==> config.mk <==
export PLATFORM = sky130hd
export DESIGN_NAME = cascadable_dual_timer_32bit
export DESIGN_NICKNAME = d
export VERILOG_FILES = /design/src/core/dual_timer_pkg.sv /design/src/core/prescale_if.sv /design/src/core/timer_prescaler.sv /design/src/core/cascadable_dual_timer_32bit.sv
export VERILOG_INCLUDE_DIRS = /design/src /design/src/core
export SDC_FILE = /design/constraint.sdc
export NUM_CORES = 1
export LEC_CHECK = 0
export BUFFER_PORTS_ARGS = -buffer_cell sky130_fd_sc_hd__buf_2
export CORE_UTILIZATION = 55
export DETAILED_ROUTE_END_ITERATION = 16
export PLACE_DENSITY = 0.77
export SKIP_LAST_GASP = 1
export SYNTH_ARGS = -nofsm -noshare
export SYNTH_HDL_FRONTEND = slang
export SYNTH_HIERARCHICAL = 1
export SYNTH_SLANG_ARGS = --single-unit
==> constraint.sdc <==
create_clock -name clk_sys -period 3.4 [get_ports clk_sys]
set_input_delay 0.85 -clock clk_sys [delete_from_list [all_inputs] [get_ports clk_sys]]
set_output_delay 0.85 -clock clk_sys [all_outputs]
set_load 0.01 [all_outputs]
==> src/core/dual_timer_regs.svh <==
/*
  Register offsets, field positions, reset values and prescaler counts of the
  cascadable dual timer.
  Assumes it is included by its bare name from the package and the modules.
*/
`ifndef DUAL_TIMER_REGS_SVH
`define DUAL_TIMER_REGS_SVH

// register offsets, as seen on the plain register port
`define OFS_TIMER_LOW_COUNT 16'h0106
`define OFS_TIMER_HIGH_HOLDING 16'h0108
`define OFS_TIMER_HIGH_COUNT 16'h010a
`define OFS_PERIOD_LOW 16'h010c
`define OFS_PERIOD_HIGH 16'h010e
`define OFS_TIMER_LOW_CONTROL 16'h0110
`define OFS_TIMER_HIGH_CONTROL 16'h0112
`define OFS_INTERRUPT_FLAG_REG0 16'h0084
`define OFS_INTERRUPT_ENABLE_REG0 16'h008c

// control register fields
`define BIT_TIMER_ON 15
`define BIT_STOP_IN_IDLE 13
`define BIT_GATED_ACCUMULATE 6
`define BIT_PRESCALE_HI 5
`define BIT_PRESCALE_LO 4
`define BIT_COMBINE_32BIT 3
`define BIT_CLOCK_SOURCE 1

// implemented bits of each control register
`define MASK_TIMER_LOW_CONTROL 16'ha07a
`define MASK_TIMER_HIGH_CONTROL 16'ha072

// interrupt flag and enable bit positions
`define BIT_LOW_INTERRUPT 6
`define BIT_PAIR_INTERRUPT 7
`define MASK_INTERRUPT_BITS 8'hc0

// reset values
`define RST_COUNT 16'h0000
`define RST_PERIOD 16'hffff
`define RST_CONTROL 16'h0000

// prescaler terminal counts for 1:1, 1:8, 1:64, 1:256
`define PS_CNT_W 8
`define PS_LAST_1 8'h00
`define PS_LAST_8 8'h07
`define PS_LAST_64 8'h3f
`define PS_LAST_256 8'hff

`endif

==> src/core/dual_timer_pkg.sv <==
/*
  Types shared by the dual timer and its prescaler.
  Assumes dual_timer_regs.svh is on the include path.
*/
`include "dual_timer_regs.svh"

package dual_timer_pkg;

   typedef enum logic [1:0] {
      PS_DIV_1 = 2'b00,
      PS_DIV_8 = 2'b01,
      PS_DIV_64 = 2'b10,
      PS_DIV_256 = 2'b11
   } prescale_select_t;

   typedef struct packed {
      logic [`PS_CNT_W-1:0] count;
      logic tick;
   } prescale_state_t;

   typedef struct packed {
      logic [15:0] timer_low_count;
      logic [15:0] timer_high_count;
      logic [15:0] timer_high_holding;
      logic [15:0] period_low;
      logic [15:0] period_high;
      logic [15:0] timer_low_control;
      logic [15:0] timer_high_control;
      logic [7:0] interrupt_flag_reg0;
      logic [7:0] interrupt_enable_reg0;
      logic [15:0] rdata;
      logic pin_low_prev;
      logic pin_high_prev;
      logic low_match;
      logic pair_event;
      logic adc_trigger;
   } timer_state_t;

endpackage

==> src/core/prescale_if.sv <==
/*
  Carrier between the timer core and one prescaler.
  Assumes both ends share clk_sys.
*/
`timescale 1ns/1ps

interface prescale_if;
   logic tick_in;
   logic clear;
   logic [1:0] sel;
   logic tick_out;

   modport user (output tick_in, output clear, output sel, input tick_out);
   modport core (input tick_in, input clear, input sel, output tick_out);
endinterface

==> src/core/timer_prescaler.sv <==
/*
  One 1:1/8/64/256 prescaler. SYNC_OUT registers the output tick, which the
  low-half timer uses to resynchronise its clock to the internal clock.
  Assumes tick_in is a one-cycle enable in the clk_sys domain.
*/
`timescale 1ns/1ps

module timer_prescaler import dual_timer_pkg::*; #(
   parameter bit SYNC_OUT = 1'b0,
   parameter int CNT_W = 8
) (
   input wire logic clk_sys,
   input wire logic rst_n,
   input wire logic clk_en,
   prescale_if.core ps
);

   prescale_state_t s_q;
   prescale_state_t s_d;
   logic [`PS_CNT_W-1:0] last;
   logic hit;

   initial begin
      if (CNT_W != `PS_CNT_W) begin
         $error("prescaler width must match the 1:256 ratio");
      end
   end

   ////////////////////////////////////////////////////////////////////////////
   // terminal count per ratio, then count or clear
   always_comb begin
      case (prescale_select_t'(ps.sel))
         PS_DIV_1: last = `PS_LAST_1;
         PS_DIV_8: last = `PS_LAST_8;
         PS_DIV_64: last = `PS_LAST_64;
         PS_DIV_256: last = `PS_LAST_256;
         default: last = `PS_LAST_1;
      endcase
      hit = ps.tick_in && (s_q.count == last);
      s_d = s_q;
      if (ps.clear) begin
         s_d.count = '0;
      end else if (ps.tick_in) begin
         s_d.count = hit ? '0 : s_q.count + 1'b1;
      end
      s_d.tick = hit && !ps.clear;
   end

   // synchronised output costs one cycle of latency on the low half only
   assign ps.tick_out = SYNC_OUT ? s_q.tick : (hit && !ps.clear);

   always_ff @(posedge clk_sys) begin
      if (!rst_n) begin
         s_q <= '0;
      end else if (clk_en) begin
         s_q <= s_d;
      end
   end

endmodule

==> src/core/cascadable_dual_timer_32bit.sv <==
/*
  Pair of 16-bit timers, usable as two independent timers or as one 32-bit
  timer / synchronous counter, with period match, prescaler, gated
  accumulation, ADC trigger and interrupt flag/enable bits.
  Assumes a register master on a plain port with single-cycle strobes and
  read data one cycle later; all pins synchronous to clk_sys.
*/
`timescale 1ns/1ps

module cascadable_dual_timer_32bit import dual_timer_pkg::*; #(
   parameter int ADDR_W = 16,
   parameter int DATA_W = 16
) (
   input wire logic clk_sys,
   input wire logic rst_n,
   input wire logic clk_en,
   input wire logic [ADDR_W-1:0] reg_addr,
   input wire logic [DATA_W-1:0] reg_wdata,
   input wire logic reg_wr,
   input wire logic reg_rd,
   output logic [DATA_W-1:0] reg_rdata,
   input wire logic external_clock_gate_pin,
   input wire logic external_clock_high_pin,
   input wire logic cpu_idle,
   input wire logic cpu_sleep,
   output logic low_match_event,
   output logic pair_event,
   output logic adc_trigger,
   output logic irq
);

   timer_state_t s_q;
   timer_state_t s_d;

   prescale_if ps_low ();
   prescale_if ps_high ();

   initial begin
      if (ADDR_W != 16 || DATA_W != 16) begin
         $error("dual timer needs 16-bit address and data");
      end
   end

   ////////////////////////////////////////////////////////////////////////////
   // register decode

   logic wr_low_count;
   logic wr_high_count;
   logic wr_holding;
   logic wr_period_low;
   logic wr_period_high;
   logic wr_ctl_low;
   logic wr_ctl_high;
   logic wr_flag;
   logic wr_enable;
   logic rd_low_count;

   // one-hot write strokes per register
   assign wr_low_count = reg_wr && (reg_addr == `OFS_TIMER_LOW_COUNT);
   assign wr_high_count = reg_wr && (reg_addr == `OFS_TIMER_HIGH_COUNT);
   assign wr_holding = reg_wr && (reg_addr == `OFS_TIMER_HIGH_HOLDING);
   assign wr_period_low = reg_wr && (reg_addr == `OFS_PERIOD_LOW);
   assign wr_period_high = reg_wr && (reg_addr == `OFS_PERIOD_HIGH);
   assign wr_ctl_low = reg_wr && (reg_addr == `OFS_TIMER_LOW_CONTROL);
   assign wr_ctl_high = reg_wr && (reg_addr == `OFS_TIMER_HIGH_CONTROL);
   assign wr_flag = reg_wr && (reg_addr == `OFS_INTERRUPT_FLAG_REG0);
   assign wr_enable = reg_wr && (reg_addr == `OFS_INTERRUPT_ENABLE_REG0);
   assign rd_low_count = reg_rd && (reg_addr == `OFS_TIMER_LOW_COUNT);

   ////////////////////////////////////////////////////////////////////////////
   // control fields

   logic combine_32bit_select;
   logic low_timer_on;
   logic high_timer_on;
   logic low_stop_in_idle;
   logic high_stop_in_idle;
   logic low_gated;
   logic high_gated;
   logic low_clock_source_select;
   logic high_clock_source_select;

   // in 32-bit mode the high control register acts only through its enable being cleared, which clears the high prescaler and, while the low timer is on, the low one
   assign combine_32bit_select = s_q.timer_low_control[`BIT_COMBINE_32BIT];
   assign low_timer_on = s_q.timer_low_control[`BIT_TIMER_ON];
   assign high_timer_on = s_q.timer_high_control[`BIT_TIMER_ON];
   assign low_stop_in_idle = s_q.timer_low_control[`BIT_STOP_IN_IDLE];
   assign high_stop_in_idle = s_q.timer_high_control[`BIT_STOP_IN_IDLE];
   assign low_clock_source_select = s_q.timer_low_control[`BIT_CLOCK_SOURCE];
   assign high_clock_source_select = s_q.timer_high_control[`BIT_CLOCK_SOURCE];
   // gating needs the internal clock selected
   assign low_gated = s_q.timer_low_control[`BIT_GATED_ACCUMULATE] && !low_clock_source_select;
   assign high_gated = s_q.timer_high_control[`BIT_GATED_ACCUMULATE] && !high_clock_source_select;

   ////////////////////////////////////////////////////////////////////////////
   // run conditions and prescaler inputs

   logic low_run;
   logic high_run;
   logic low_pin_rise;
   logic high_pin_rise;
   logic low_gate_fall;
   logic high_gate_fall;
   logic low_ton_clear;
   logic high_ton_clear;
   logic any_count_write;

   // sleep stops the internal clocks; idle stops only when asked to
   assign low_run = low_timer_on && !cpu_sleep && !(cpu_idle && low_stop_in_idle);
   assign high_run = high_timer_on && !cpu_sleep && !(cpu_idle && high_stop_in_idle) && !combine_32bit_select;

   // edges seen against last cycle's pin level
   assign low_pin_rise = external_clock_gate_pin && !s_q.pin_low_prev;
   assign high_pin_rise = external_clock_high_pin && !s_q.pin_high_prev;
   assign low_gate_fall = low_timer_on && low_gated && !external_clock_gate_pin && s_q.pin_low_prev;
   assign high_gate_fall = high_run && high_gated && !external_clock_high_pin && s_q.pin_high_prev;

   // enable bit written from one to zero
   assign low_ton_clear = wr_ctl_low && low_timer_on && !reg_wdata[`BIT_TIMER_ON];
   assign high_ton_clear = wr_ctl_high && high_timer_on && !reg_wdata[`BIT_TIMER_ON];
   assign any_count_write = wr_low_count || wr_high_count;

   // external source counts rising edges; internal counts every cycle or while gate high
   always_comb begin
      if (!low_run) begin
         ps_low.tick_in = 1'b0;
      end else if (low_clock_source_select) begin
         ps_low.tick_in = low_pin_rise;
      end else if (low_gated) begin
         ps_low.tick_in = external_clock_gate_pin;
      end else begin
         ps_low.tick_in = 1'b1;
      end
   end

   always_comb begin
      if (!high_run) begin
         ps_high.tick_in = 1'b0;
      end else if (high_clock_source_select) begin
         ps_high.tick_in = high_pin_rise;
      end else if (high_gated) begin
         ps_high.tick_in = external_clock_high_pin;
      end else begin
         ps_high.tick_in = 1'b1;
      end
   end

   // the low prescaler is cleared only while the low timer is on; while off it keeps its count
   assign ps_low.clear = low_timer_on && (any_count_write || low_ton_clear || high_ton_clear);
   assign ps_high.clear = any_count_write || low_ton_clear || high_ton_clear;
   assign ps_low.sel = s_q.timer_low_control[`BIT_PRESCALE_HI:`BIT_PRESCALE_LO];
   assign ps_high.sel = s_q.timer_high_control[`BIT_PRESCALE_HI:`BIT_PRESCALE_LO];

   timer_prescaler #(
      .SYNC_OUT(1'b1),
      .CNT_W(`PS_CNT_W)
   ) u_prescale_low (
      .clk_sys(clk_sys),
      .rst_n(rst_n),
      .clk_en(clk_en),
      .ps(ps_low)
   );

   timer_prescaler #(
      .SYNC_OUT(1'b0),
      .CNT_W(`PS_CNT_W)
   ) u_prescale_high (
      .clk_sys(clk_sys),
      .rst_n(rst_n),
      .clk_en(clk_en),
      .ps(ps_high)
   );

   ////////////////////////////////////////////////////////////////////////////
   // counting and match detection

   logic [31:0] pair_count;
   logic [31:0] pair_period;
   logic [31:0] pair_next;
   logic pair_match;
   logic low_match;
   logic high_match;

   assign pair_count = {s_q.timer_high_count, s_q.timer_low_count};
   assign pair_period = {s_q.period_high, s_q.period_low};
   assign pair_next = pair_count + 32'h0000_0001;
   // the 32-bit clock comes from the low prescaler alone
   assign pair_match = combine_32bit_select && ps_low.tick_out && (pair_count == pair_period);
   assign low_match = !combine_32bit_select && ps_low.tick_out && (s_q.timer_low_count == s_q.period_low);
   assign high_match = !combine_32bit_select && ps_high.tick_out && (s_q.timer_high_count == s_q.period_high);

   ////////////////////////////////////////////////////////////////////////////
   // next state

   always_comb begin
      s_d = s_q;
      s_d.pin_low_prev = external_clock_gate_pin;
      s_d.pin_high_prev = external_clock_high_pin;
      s_d.low_match = 1'b0;
      s_d.pair_event = 1'b0;
      s_d.adc_trigger = 1'b0;

      // counter advance; the gate falling edge simply stops ticks
      if (combine_32bit_select) begin
         if (ps_low.tick_out) begin
            if (pair_match) begin
               s_d.timer_low_count = `RST_COUNT;
               s_d.timer_high_count = `RST_COUNT;
            end else begin
               s_d.timer_low_count = pair_next[15:0];
               s_d.timer_high_count = pair_next[31:16];
            end
         end
      end else begin
         if (ps_low.tick_out) begin
            s_d.timer_low_count = low_match ? `RST_COUNT : s_q.timer_low_count + 16'h0001;
         end
         if (ps_high.tick_out) begin
            s_d.timer_high_count = high_match ? `RST_COUNT : s_q.timer_high_count + 16'h0001;
         end
      end

      // software writes override a tick in the same cycle
      if (wr_low_count) begin
         s_d.timer_low_count = reg_wdata;
         if (combine_32bit_select) begin
            s_d.timer_high_count = s_q.timer_high_holding;
         end
      end
      if (wr_high_count) begin
         s_d.timer_high_count = reg_wdata;
      end
      if (wr_holding) begin
         s_d.timer_high_holding = reg_wdata;
      end
      if (rd_low_count) begin
         s_d.timer_high_holding = s_q.timer_high_count;
      end
      if (wr_period_low) begin
         s_d.period_low = reg_wdata;
      end
      if (wr_period_high) begin
         s_d.period_high = reg_wdata;
      end
      // control writes touch control bits only
      if (wr_ctl_low) begin
         s_d.timer_low_control = reg_wdata & `MASK_TIMER_LOW_CONTROL;
      end
      if (wr_ctl_high) begin
         s_d.timer_high_control = reg_wdata & `MASK_TIMER_HIGH_CONTROL;
      end
      if (wr_enable) begin
         s_d.interrupt_enable_reg0 = reg_wdata[7:0] & `MASK_INTERRUPT_BITS;
      end

      // events; a set in the same cycle as a software clear wins
      if (wr_flag) begin
         s_d.interrupt_flag_reg0 = reg_wdata[7:0] & `MASK_INTERRUPT_BITS;
      end
      if (pair_match || (combine_32bit_select && low_gate_fall) || high_match ||
          (!combine_32bit_select && high_gate_fall)) begin
         s_d.interrupt_flag_reg0[`BIT_PAIR_INTERRUPT] = 1'b1;
         s_d.pair_event = 1'b1;
      end
      if (low_match || (!combine_32bit_select && low_gate_fall)) begin
         s_d.interrupt_flag_reg0[`BIT_LOW_INTERRUPT] = 1'b1;
         s_d.low_match = 1'b1;
      end
      if (pair_match) begin
         s_d.adc_trigger = 1'b1;
      end

      // read data stand in the cycle after the strobe only
      s_d.rdata = 16'h0000;
      if (reg_rd) begin
         case (reg_addr)
            `OFS_TIMER_LOW_COUNT: s_d.rdata = s_q.timer_low_count;
            `OFS_TIMER_HIGH_HOLDING: s_d.rdata = s_q.timer_high_holding;
            `OFS_TIMER_HIGH_COUNT: s_d.rdata = s_q.timer_high_count;
            `OFS_PERIOD_LOW: s_d.rdata = s_q.period_low;
            `OFS_PERIOD_HIGH: s_d.rdata = s_q.period_high;
            `OFS_TIMER_LOW_CONTROL: s_d.rdata = s_q.timer_low_control;
            `OFS_TIMER_HIGH_CONTROL: s_d.rdata = s_q.timer_high_control;
            `OFS_INTERRUPT_FLAG_REG0: s_d.rdata = {8'h00, s_q.interrupt_flag_reg0};
            `OFS_INTERRUPT_ENABLE_REG0: s_d.rdata = {8'h00, s_q.interrupt_enable_reg0};
            default: s_d.rdata = 16'h0000;
         endcase
      end
   end

   ////////////////////////////////////////////////////////////////////////////
   // state register; clock enable low freezes everything

   always_ff @(posedge clk_sys) begin
      if (!rst_n) begin
         s_q <= '0;
         s_q.period_low <= `RST_PERIOD;
         s_q.period_high <= `RST_PERIOD;
         s_q.timer_low_control <= `RST_CONTROL;
         s_q.timer_high_control <= `RST_CONTROL;
      end else if (clk_en) begin
         s_q <= s_d;
      end
   end

   ////////////////////////////////////////////////////////////////////////////
   // outputs

   // the enable gates the flag onto the one interrupt line
   assign irq = |(s_q.interrupt_flag_reg0 & s_q.interrupt_enable_reg0);
   assign reg_rdata = s_q.rdata;
   assign low_match_event = s_q.low_match;
   assign pair_event = s_q.pair_event;
   assign adc_trigger = s_q.adc_trigger;

endmodule

After elaboration in Yosys (flattened, before gate mapping)
Index checks and enable logic that the tools add are counted.
{"block": "word_totals", "in_bits": 41, "output_inout_bits": 20, "ff_bits": 135}
{"block": "classes", "add_sub_neg": 5, "bitwise": 1, "n_reduce_logical": 85, "eq_ne": 20, "mux": 34}
{"op": "$mux 16", "count": 9}
{"op": "$pmux 16 s9", "count": 1}
{"op": "$mux 32", "count": 4}
{"op": "$eq 16x9->1 const B", "count": 7}
{"op": "$pmux 8 s4", "count": 2}
{"op": "$mux 8", "count": 7}
{"op": "$logic_and 1x1->1", "count": 45}
{"op": "$add 16x1->16 const B", "count": 2}
{"op": "$add 32x1->32 const B", "count": 1}
{"op": "$eq 16x16->1", "count": 2}
{"op": "$eq 16x8->1 const B", "count": 2}
{"op": "$eq 32x32->1", "count": 1}
{"op": "$reduce_and 2->1", "count": 11}
{"op": "$add 8x1->8 const B", "count": 2}
{"op": "$eq 8x8->1", "count": 2}
{"op": "$logic_not 1->1", "count": 13}
{"op": "$reduce_bool 2->1", "count": 6}
{"op": "$mux 1", "count": 11}
{"op": "$and 8x8->8", "count": 1}
{"op": "$eq 2x2->1 const B", "count": 4}
{"op": "$reduce_or 8->1", "count": 1}
{"op": "$logic_or 1x1->1", "count": 7}
{"op": "$eq 2x1->1 const B", "count": 2}
{"op": "$logic_not 2->1", "count": 2}

Depth between registers and ports, before layout
Gate-level depths: netlist (run 1).
{"block": "logic_depth", "depth_word": 16, "mapped_depth": 16, "mapped_depth_nobuf": 14}

Cells and area by module
Netlist (run 1), hierarchy kept.
{"module": "cascadable_dual_timer_32bit", "area_each_um2": 7674.9, "instances": 1, "cells_each": 988}
{"module": "timer_prescaler at u_prescale_low", "area_each_um2": 589.3, "instances": 1, "cells_each": 67}
{"module": "timer_prescaler at u_prescale_high", "area_each_um2": 533.0, "instances": 1, "cells_each": 66}

Worst setup path before layout (run 1)
No wires, ideal clock.
{"block": "synth_path", "kind": "in2reg", "start": "input port reg_addr[2]", "end": "register (tool-made name)", "path_slack_ns": -0.073, "stages": 13, "n_path_buf": 3, "t_arrival_ns": 3.341, "cell_sequence": "clkbuf_1 buf_1 o21ai_0 o21a_1 nor2_1 clkbuf_1 inv_1 or3_1 nor2_1 xor2_1 a222oi_1 a21o_1 a21oi_2"}
{"item": "from (decl)", "line": "cascadable_dual_timer_32bit.sv:17", "text": "input wire logic [ADDR_W-1:0] reg_addr,"}

==> results by group, run 1 <==
Global routing
  – Vias in the first global route: 8276
  – Initial antenna violation count: 1
  – Grt ovf: 0
  – First-pass GRT wire length: 46600 µm
  – Pin count of the biggest net entering global routing: 67
  – Total track usage: 37.2%

Floorplan
  – Core Rows: 45
  – Starting Density: 57.0%
  – Std-Cell Core Area: 15400 µm²
  – Die height: 128 µm
  – Die width: 128 µm
  – Die area: 16500 µm²
  – I/O pin count: 61

Finish
  – Design Area, Final: 10000 µm²
  – Area grow syn2layout: 13.9%
  – Area of the multi-input gates: 5520 µm²
  – Final #Nets: 1207
  – Fraction of layout cells with a size suffix above 1: 18.4%
  – Inserted Diodes: 0
  – FF+latch area: 2700 µm²
  – Non-filler instance count after layout: 1386
  – Fill count: 1347

Timing
  – Setup WS post-layout: 377 ps
  – Fmax achieved: 0.331 GHz
  – # setup viols final: 0
  – Crit share post-route: 88.9%
  – Min cycle time layout: 3020 ps
  – RSZ-0062 raised after global routing: no
  – Clock Skew: 14.1 ps
  – Fin. max-slew vios: 0
  – Worst-margin pin slew: 971 ps
  – Fin Hold WS: 469 ps
  – Slew margin rel.: 35.3%
  – Setup TNS: 0 ps
  – Final hold violations: 0

Yosys
  – Post-Syn Area: 8800 µm²
  – Syn_nets: 1166
  – Synth Instances: 1121
  – EDFF count, synth: 0
  – Seq/Total Area, Yosys: 30.7%
  – FFs w/ async S/R, synth: 0%
  – Dominant cell type by area after synthesis: dfxtp_1
  – Syn. warnings: 6
  – Yosys reg bits: 135
  – Ranking of synthesized cells by area: dfxtp_1 (31%), nand2_1 (6.5%), mux2i_1 (4.8%), nand3_1 (4.2%), xnor2_1 (3.7%)
  – Unique cell type count in the Yosys netlist: 90
  – Share of the synthesized area in the top cell type: 30.7%
  – Post-synth top flop: dfxtp_1
  – Mapped Avg Cell Area: 7.85 µm²

Clock network
  – # H-tree levels: 4
  – CTS resizes: 0
  – Clock Pin Slew Worst Setup and Hold Paths: 70 ps
  – Hold-fix buffers at CTS: 0
  – Clk Latency, worst-skew pair: 440 ps
  – Clock tree root buffer cell: clkbuf_16
  – Postcts setup bufs: 0
  – CTS tree: built
  – Cts bufs inserted: 17
  – Clock tree buffer depth: 2
  – CTS sink cnt: 135

Placed design
  – Post-DP Area: 9450 µm²
  – Detailed placer's ending HPWL: 20900 µm
  – GPL Wtd Cong: 0.974
  – IO buf count: 60
  – Cell Count Post-Placement: 1354
  – Pre-CTS setup slack: 72.1 ps

Worst setup path
  – CP Max Fanout: 5
  – Crit end category: register
  – Setup Crit Path Kind: register to register
  – CP Launch Type: register
  – Req. time, crit path: 3720 ps
  – Worst Path Arrival: 3340 ps

Routing
  – Via-per-instance ratio: 6.51
  – Starting DRC count in detailed routing: 1353
  – Final wirelength: 29800 µm
  – DR WL/cell: 21.5 µm
  – First-pass DRT Iterations: 8
  – Vias: 9024
  – Post-route DRC: 0
  – Post-route ant nets: 0

Status
  – Status: finished clean

Pwr
  – Power Dens Cells: 363 nW/µm²
  – Worst vdd ir: 0.398 mV
  – Pleak: 3.73 nW

Min path
  – Hold/Removal Path Class: register to register

Run
  – Max_cap viols: 0
## through the flow
stage / util, % / power (W)
4_1_cts: 64.9 / 0.00364
2_1_floorplan: - / 0.00178
3_3_place_gp: 61.3 / 0.00188
6_report: 64.9 / 0.00364
3_5_place_dp: 61.3 / 0.00189
5_1_grt: 64.9 / 0.00373
## worst paths after layout
check / startpoint / to / slack [ps] / cells past startpoint
hold reg to reg: reg_rdata[3]$_SDFFE_PN0P_ / reg_rdata[3]$_SDFFE_PN0P_ / 470 / 2
setup / recovery: u_prescale_high/s_q[1]$_SDFFE_PN0P_ / register / 380 / 11
setup reg to reg: u_prescale_high/s_q[1]$_SDFFE_PN0P_ / register / 380 / 11
hold / removal: reg_rdata[3]$_SDFFE_PN0P_ / reg_rdata[3]$_SDFFE_PN0P_ / 470 / 2
## cells by family (layout without fill, tap and decap cells)
| logic type | Yosys count | after routing | synth area share, % |
|---|---|---|---|
| AOI/OAI and AO/OA | 267 | 267 | 22.1 |
| xor gates and xnor gates | 48 | 48 | 4.78 |
| adders and majority gates | 4 | 4 | 0.569 |
| buffers and inverters | 125 | 179 | 6.63 |
| DFF | 135 | 135 | 30.7 |
| muxes | 55 | 55 | 6.60 |
| and+or+nand+nor | 487 | 487 | 28.6 |
## synthesized netlist by cell type (28+ instances only)
cell,n
a21oi_1,45
nor3_1,28
mux2i_1,42
nor2_1,86
nand3_1,74
nand2_1,153
dfxtp_1,135
clkbuf_1,51
o21ai_0,31
xnor2_1,37
buf_2,30
## power by group
part	leakage, nW	internal, W	switching [W]
Clock	0.267	0.000990	0.000786
Sequential	1.09	0.00159	0.0000196
Combinational	2.37	0.0000873	0.000161
Total	3.73	0.00267	0.000966
## routing by layer
| metal | wire length (µm) | GRT usage, % |
|---|---|---|
| met5 | 11 | 0 |
| met4 | 1480 | 20.1 |
| met3 | 2750 | 8.44 |
| met2 | 12900 | 55.6 |
| met1 | 12600 | 49.6 |
## layout make-up
class / instances / share of cell area, %
Multi-Input combinational cell: 861 / 55.1
Sequential cell: 135 / 27.0
Timing Repair Buffer: 126 / 8.82
Clock buffer: 19 / 4.52
Tap cell: 211 / 2.64
Clock inverter: 13 / 1.14
Inverter: 21 / 0.787
## placed cells by master (no fill, tap or decap), types with 12 or more instances in the layout
master / n
xnor2_1: 37
o21ai_0: 31
clkbuf_16: 17
dfxtp_1: 135
buf_2: 60
mux2i_1: 42
inv_1: 18
nor2b_1: 15
nand4_1: 26
o211ai_1: 14
nand2_1: 153
nor2_1: 86
a31oi_1: 14
or3_1: 12
a221oi_1: 12
a211oi_1: 24
a22oi_1: 26
nand3_1: 74
o21ai_1: 12
buf_4: 59
nor3_1: 27
a21oi_1: 45
and2_1: 14
## worst max-delay path: stages, from the launching register on
cell and delay (ps):
dfxtp_1 350, or3_1 390, mux2i_2 360, nand4_1 200, nor2_1 250, inv_1 80
or3_1 450, nor2_1 150, xor2_1 80, a222oi_1 340, a21o_1 190, a21oi_2 50
No activity file was read; power rests on OpenSTA's default activity.
==> run 2, diff against run 1 <==
Settings changed: CORE_UTILIZATION 55 to 45, CTS_BUF_LIST from default to sky130_fd_sc_hd__clkbuf_8, PLACE_DENSITY 0.77 to default.
==> results by group, run 2 (synthesized netlist as in run 1, its figures left out) <==
Clock network
  – Clock tree buffer depth: 2
  – CTS tree: built
  – Cts bufs inserted: 17
  – Clock tree root buffer cell: clkbuf_8
  – Clock Pin Slew Worst Setup and Hold Paths: 90 ps
  – Hold-fix buffers at CTS: 0
  – Clk Latency, worst-skew pair: 470 ps
  – # H-tree levels: 4
  – Postcts setup bufs: 0
  – CTS sink cnt: 135
  – CTS resizes: 0

Floorplan
  – I/O pin count: 61
  – Std-Cell Core Area: 19000 µm²
  – Starting Density: 46.4%
  – Core Rows: 50
  – Die area: 20100 µm²
  – Die width: 142 µm
  – Die height: 142 µm

Status
  – Status: finished clean

Worst setup path
  – R2R setup slack: 500 ps
  – Worst-path cell with the longest stage delay: or3_1
  – Crit path cell chain: buf_2 > nor2b_1 > and2_1 > nand3_1 > o21ai_0 > o21a_1 > nor2_1 > buf_12 > inv_1 > or3_1 > nor2_1 > xor2_1 > a222oi_1 > a21o_1 > a21oi_2
  – CP Max Fanout: 16
  – CP Launch Type: input pin
  – Setup Crit Path Kind: input pin to register
  – Crit path from: reg_addr[3]
  – Reg2reg start: u_prescale_high/s_q[4]$_SDFFE_PN0P_
  – Crit path largest cell delay: 420 ps
  – Crit end category: register
  – Worst Path Arrival: 3350 ps
  – Req. time, crit path: 3790 ps
  – Cell repeated most along the worst path: nor2_1

Timing
  – Slew margin rel.: 30.8%
  – Worst-margin pin slew: 1040 ps
  – # setup viols final: 0
  – Crit share post-route: 87.0%
  – Min cycle time layout: 2960 ps
  – Clock Skew: 15.4 ps
  – Final hold violations: 0
  – RSZ-0062 raised after global routing: no
  – Fin. max-slew vios: 0
  – Fmax achieved: 0.338 GHz
  – Setup TNS: 0 ps

Routing
  – Via-per-instance ratio: 6.20
  – Final wirelength: 31200 µm
  – Post-route DRC: 0
  – Post-route ant nets: 0
  – DR WL/cell: 21.7 µm
  – First-pass DRT Iterations: 6
  – Vias: 8929
  – Starting DRC count in detailed routing: 1113

Finish
  – Final #Nets: 1214
  – Inserted Diodes: 0
  – FF+latch area: 2700 µm²
  – Area of the multi-input gates: 5520 µm²
  – Fraction of layout cells with a size suffix above 1: 18.7%
  – Fill count: 1861
  – Design Area, Final: 9940 µm²
  – Most common cell after layout, fill and taps aside: nand2_1
  – Area grow syn2layout: 13.0%
  – Commonest cells after routing, fill and taps aside: nand2_1 (153), dfxtp_1 (135), nor2_1 (86)

Global routing
  – Initial antenna violation count: 0
  – First-pass GRT wire length: 48200 µm
  – Total track usage: 31.7%
  – Vias in the first global route: 8002
  – Grt ovf: 0
  – Pin count of the biggest net entering global routing: 52

Pwr
  – Power Dens Cells: 327 nW/µm²
  – Worst vdd ir: 0.227 mV
  – Pleak: 3.69 nW

Min path
  – Hold/Removal Path Class: register to register
  – Hold_sp: reg_rdata[4]$_SDFFE_PN0P_

Placed design
  – Detailed placer's ending HPWL: 22400 µm
  – GPL Wtd Cong: 0.969
  – Post-DP Area: 9550 µm²
  – IO buf count: 60

Run
  – Max_cap viols: 0
run 2: changes by cell type in the layout (fill, tap and decap cells not counted), sizes merged:
cell / previous run / this run
buf: 126 / 133
bufinv: 0 / 2
clkbuf: 19 / 17
clkinvlp: 4 / 2
inv: 24 / 25
run 2: routing by layer:
metal  vias to the layer above  global-route usage [%]  share of wire, %
met4                         0                    14.1               4.1
li1                       4179                       -                 -
met2                       456                    44.9                41
met1                      4229                    46.4                46
met3                        65                    5.53               8.8
met5                         -                       0                 0
run 2: worst paths after layout:
check,endpoint,cells past startpoint
max,register,15
min reg2reg,reg_rdata[4]$_SDFFE_PN0P_,2
max reg2reg,register,11
min,reg_rdata[4]$_SDFFE_PN0P_,2
run 2: final cells by class:
cell class              instances  share of cell area, %
clock buffers                  17                   2.35
multi-input cells             861                   55.6
inverters                      21                  0.793
repair buffers                133                   9.29
well taps                     260                   3.27
clock inverters                14                   1.51
flip-flops and latches        135                   27.2
run 2: per-stage QoR:
step	total power (W)	setup slack (ps)	hold slack (ps)	utilization [%]	std cells
floorplan	0.00178	9.62	446	-	1121
global placement	0.00191	92.7	455	50.4	1410
detailed placement	0.00191	67.4	459	50.4	1410
CTS	0.00326	474	474	52.4	1441
global route	0.00335	314	500	52.4	1441
finish	0.00325	442	472	52.4	1441
run 2: where the power goes:
group	switching [W]	internal (W)
Clock	0.000715	0.000655
Combinational	0.000173	0.0000935
Sequential	0.0000189	0.00159
run 2: worst max-delay path: cells and delay by family:
family                 cells  cell delay, ps
buffers and inverters      3             360
XOR/XNOR                   1             200
AO/OA/AOI/OAI              5             770
AND/OR/NAND/NOR            6            1150
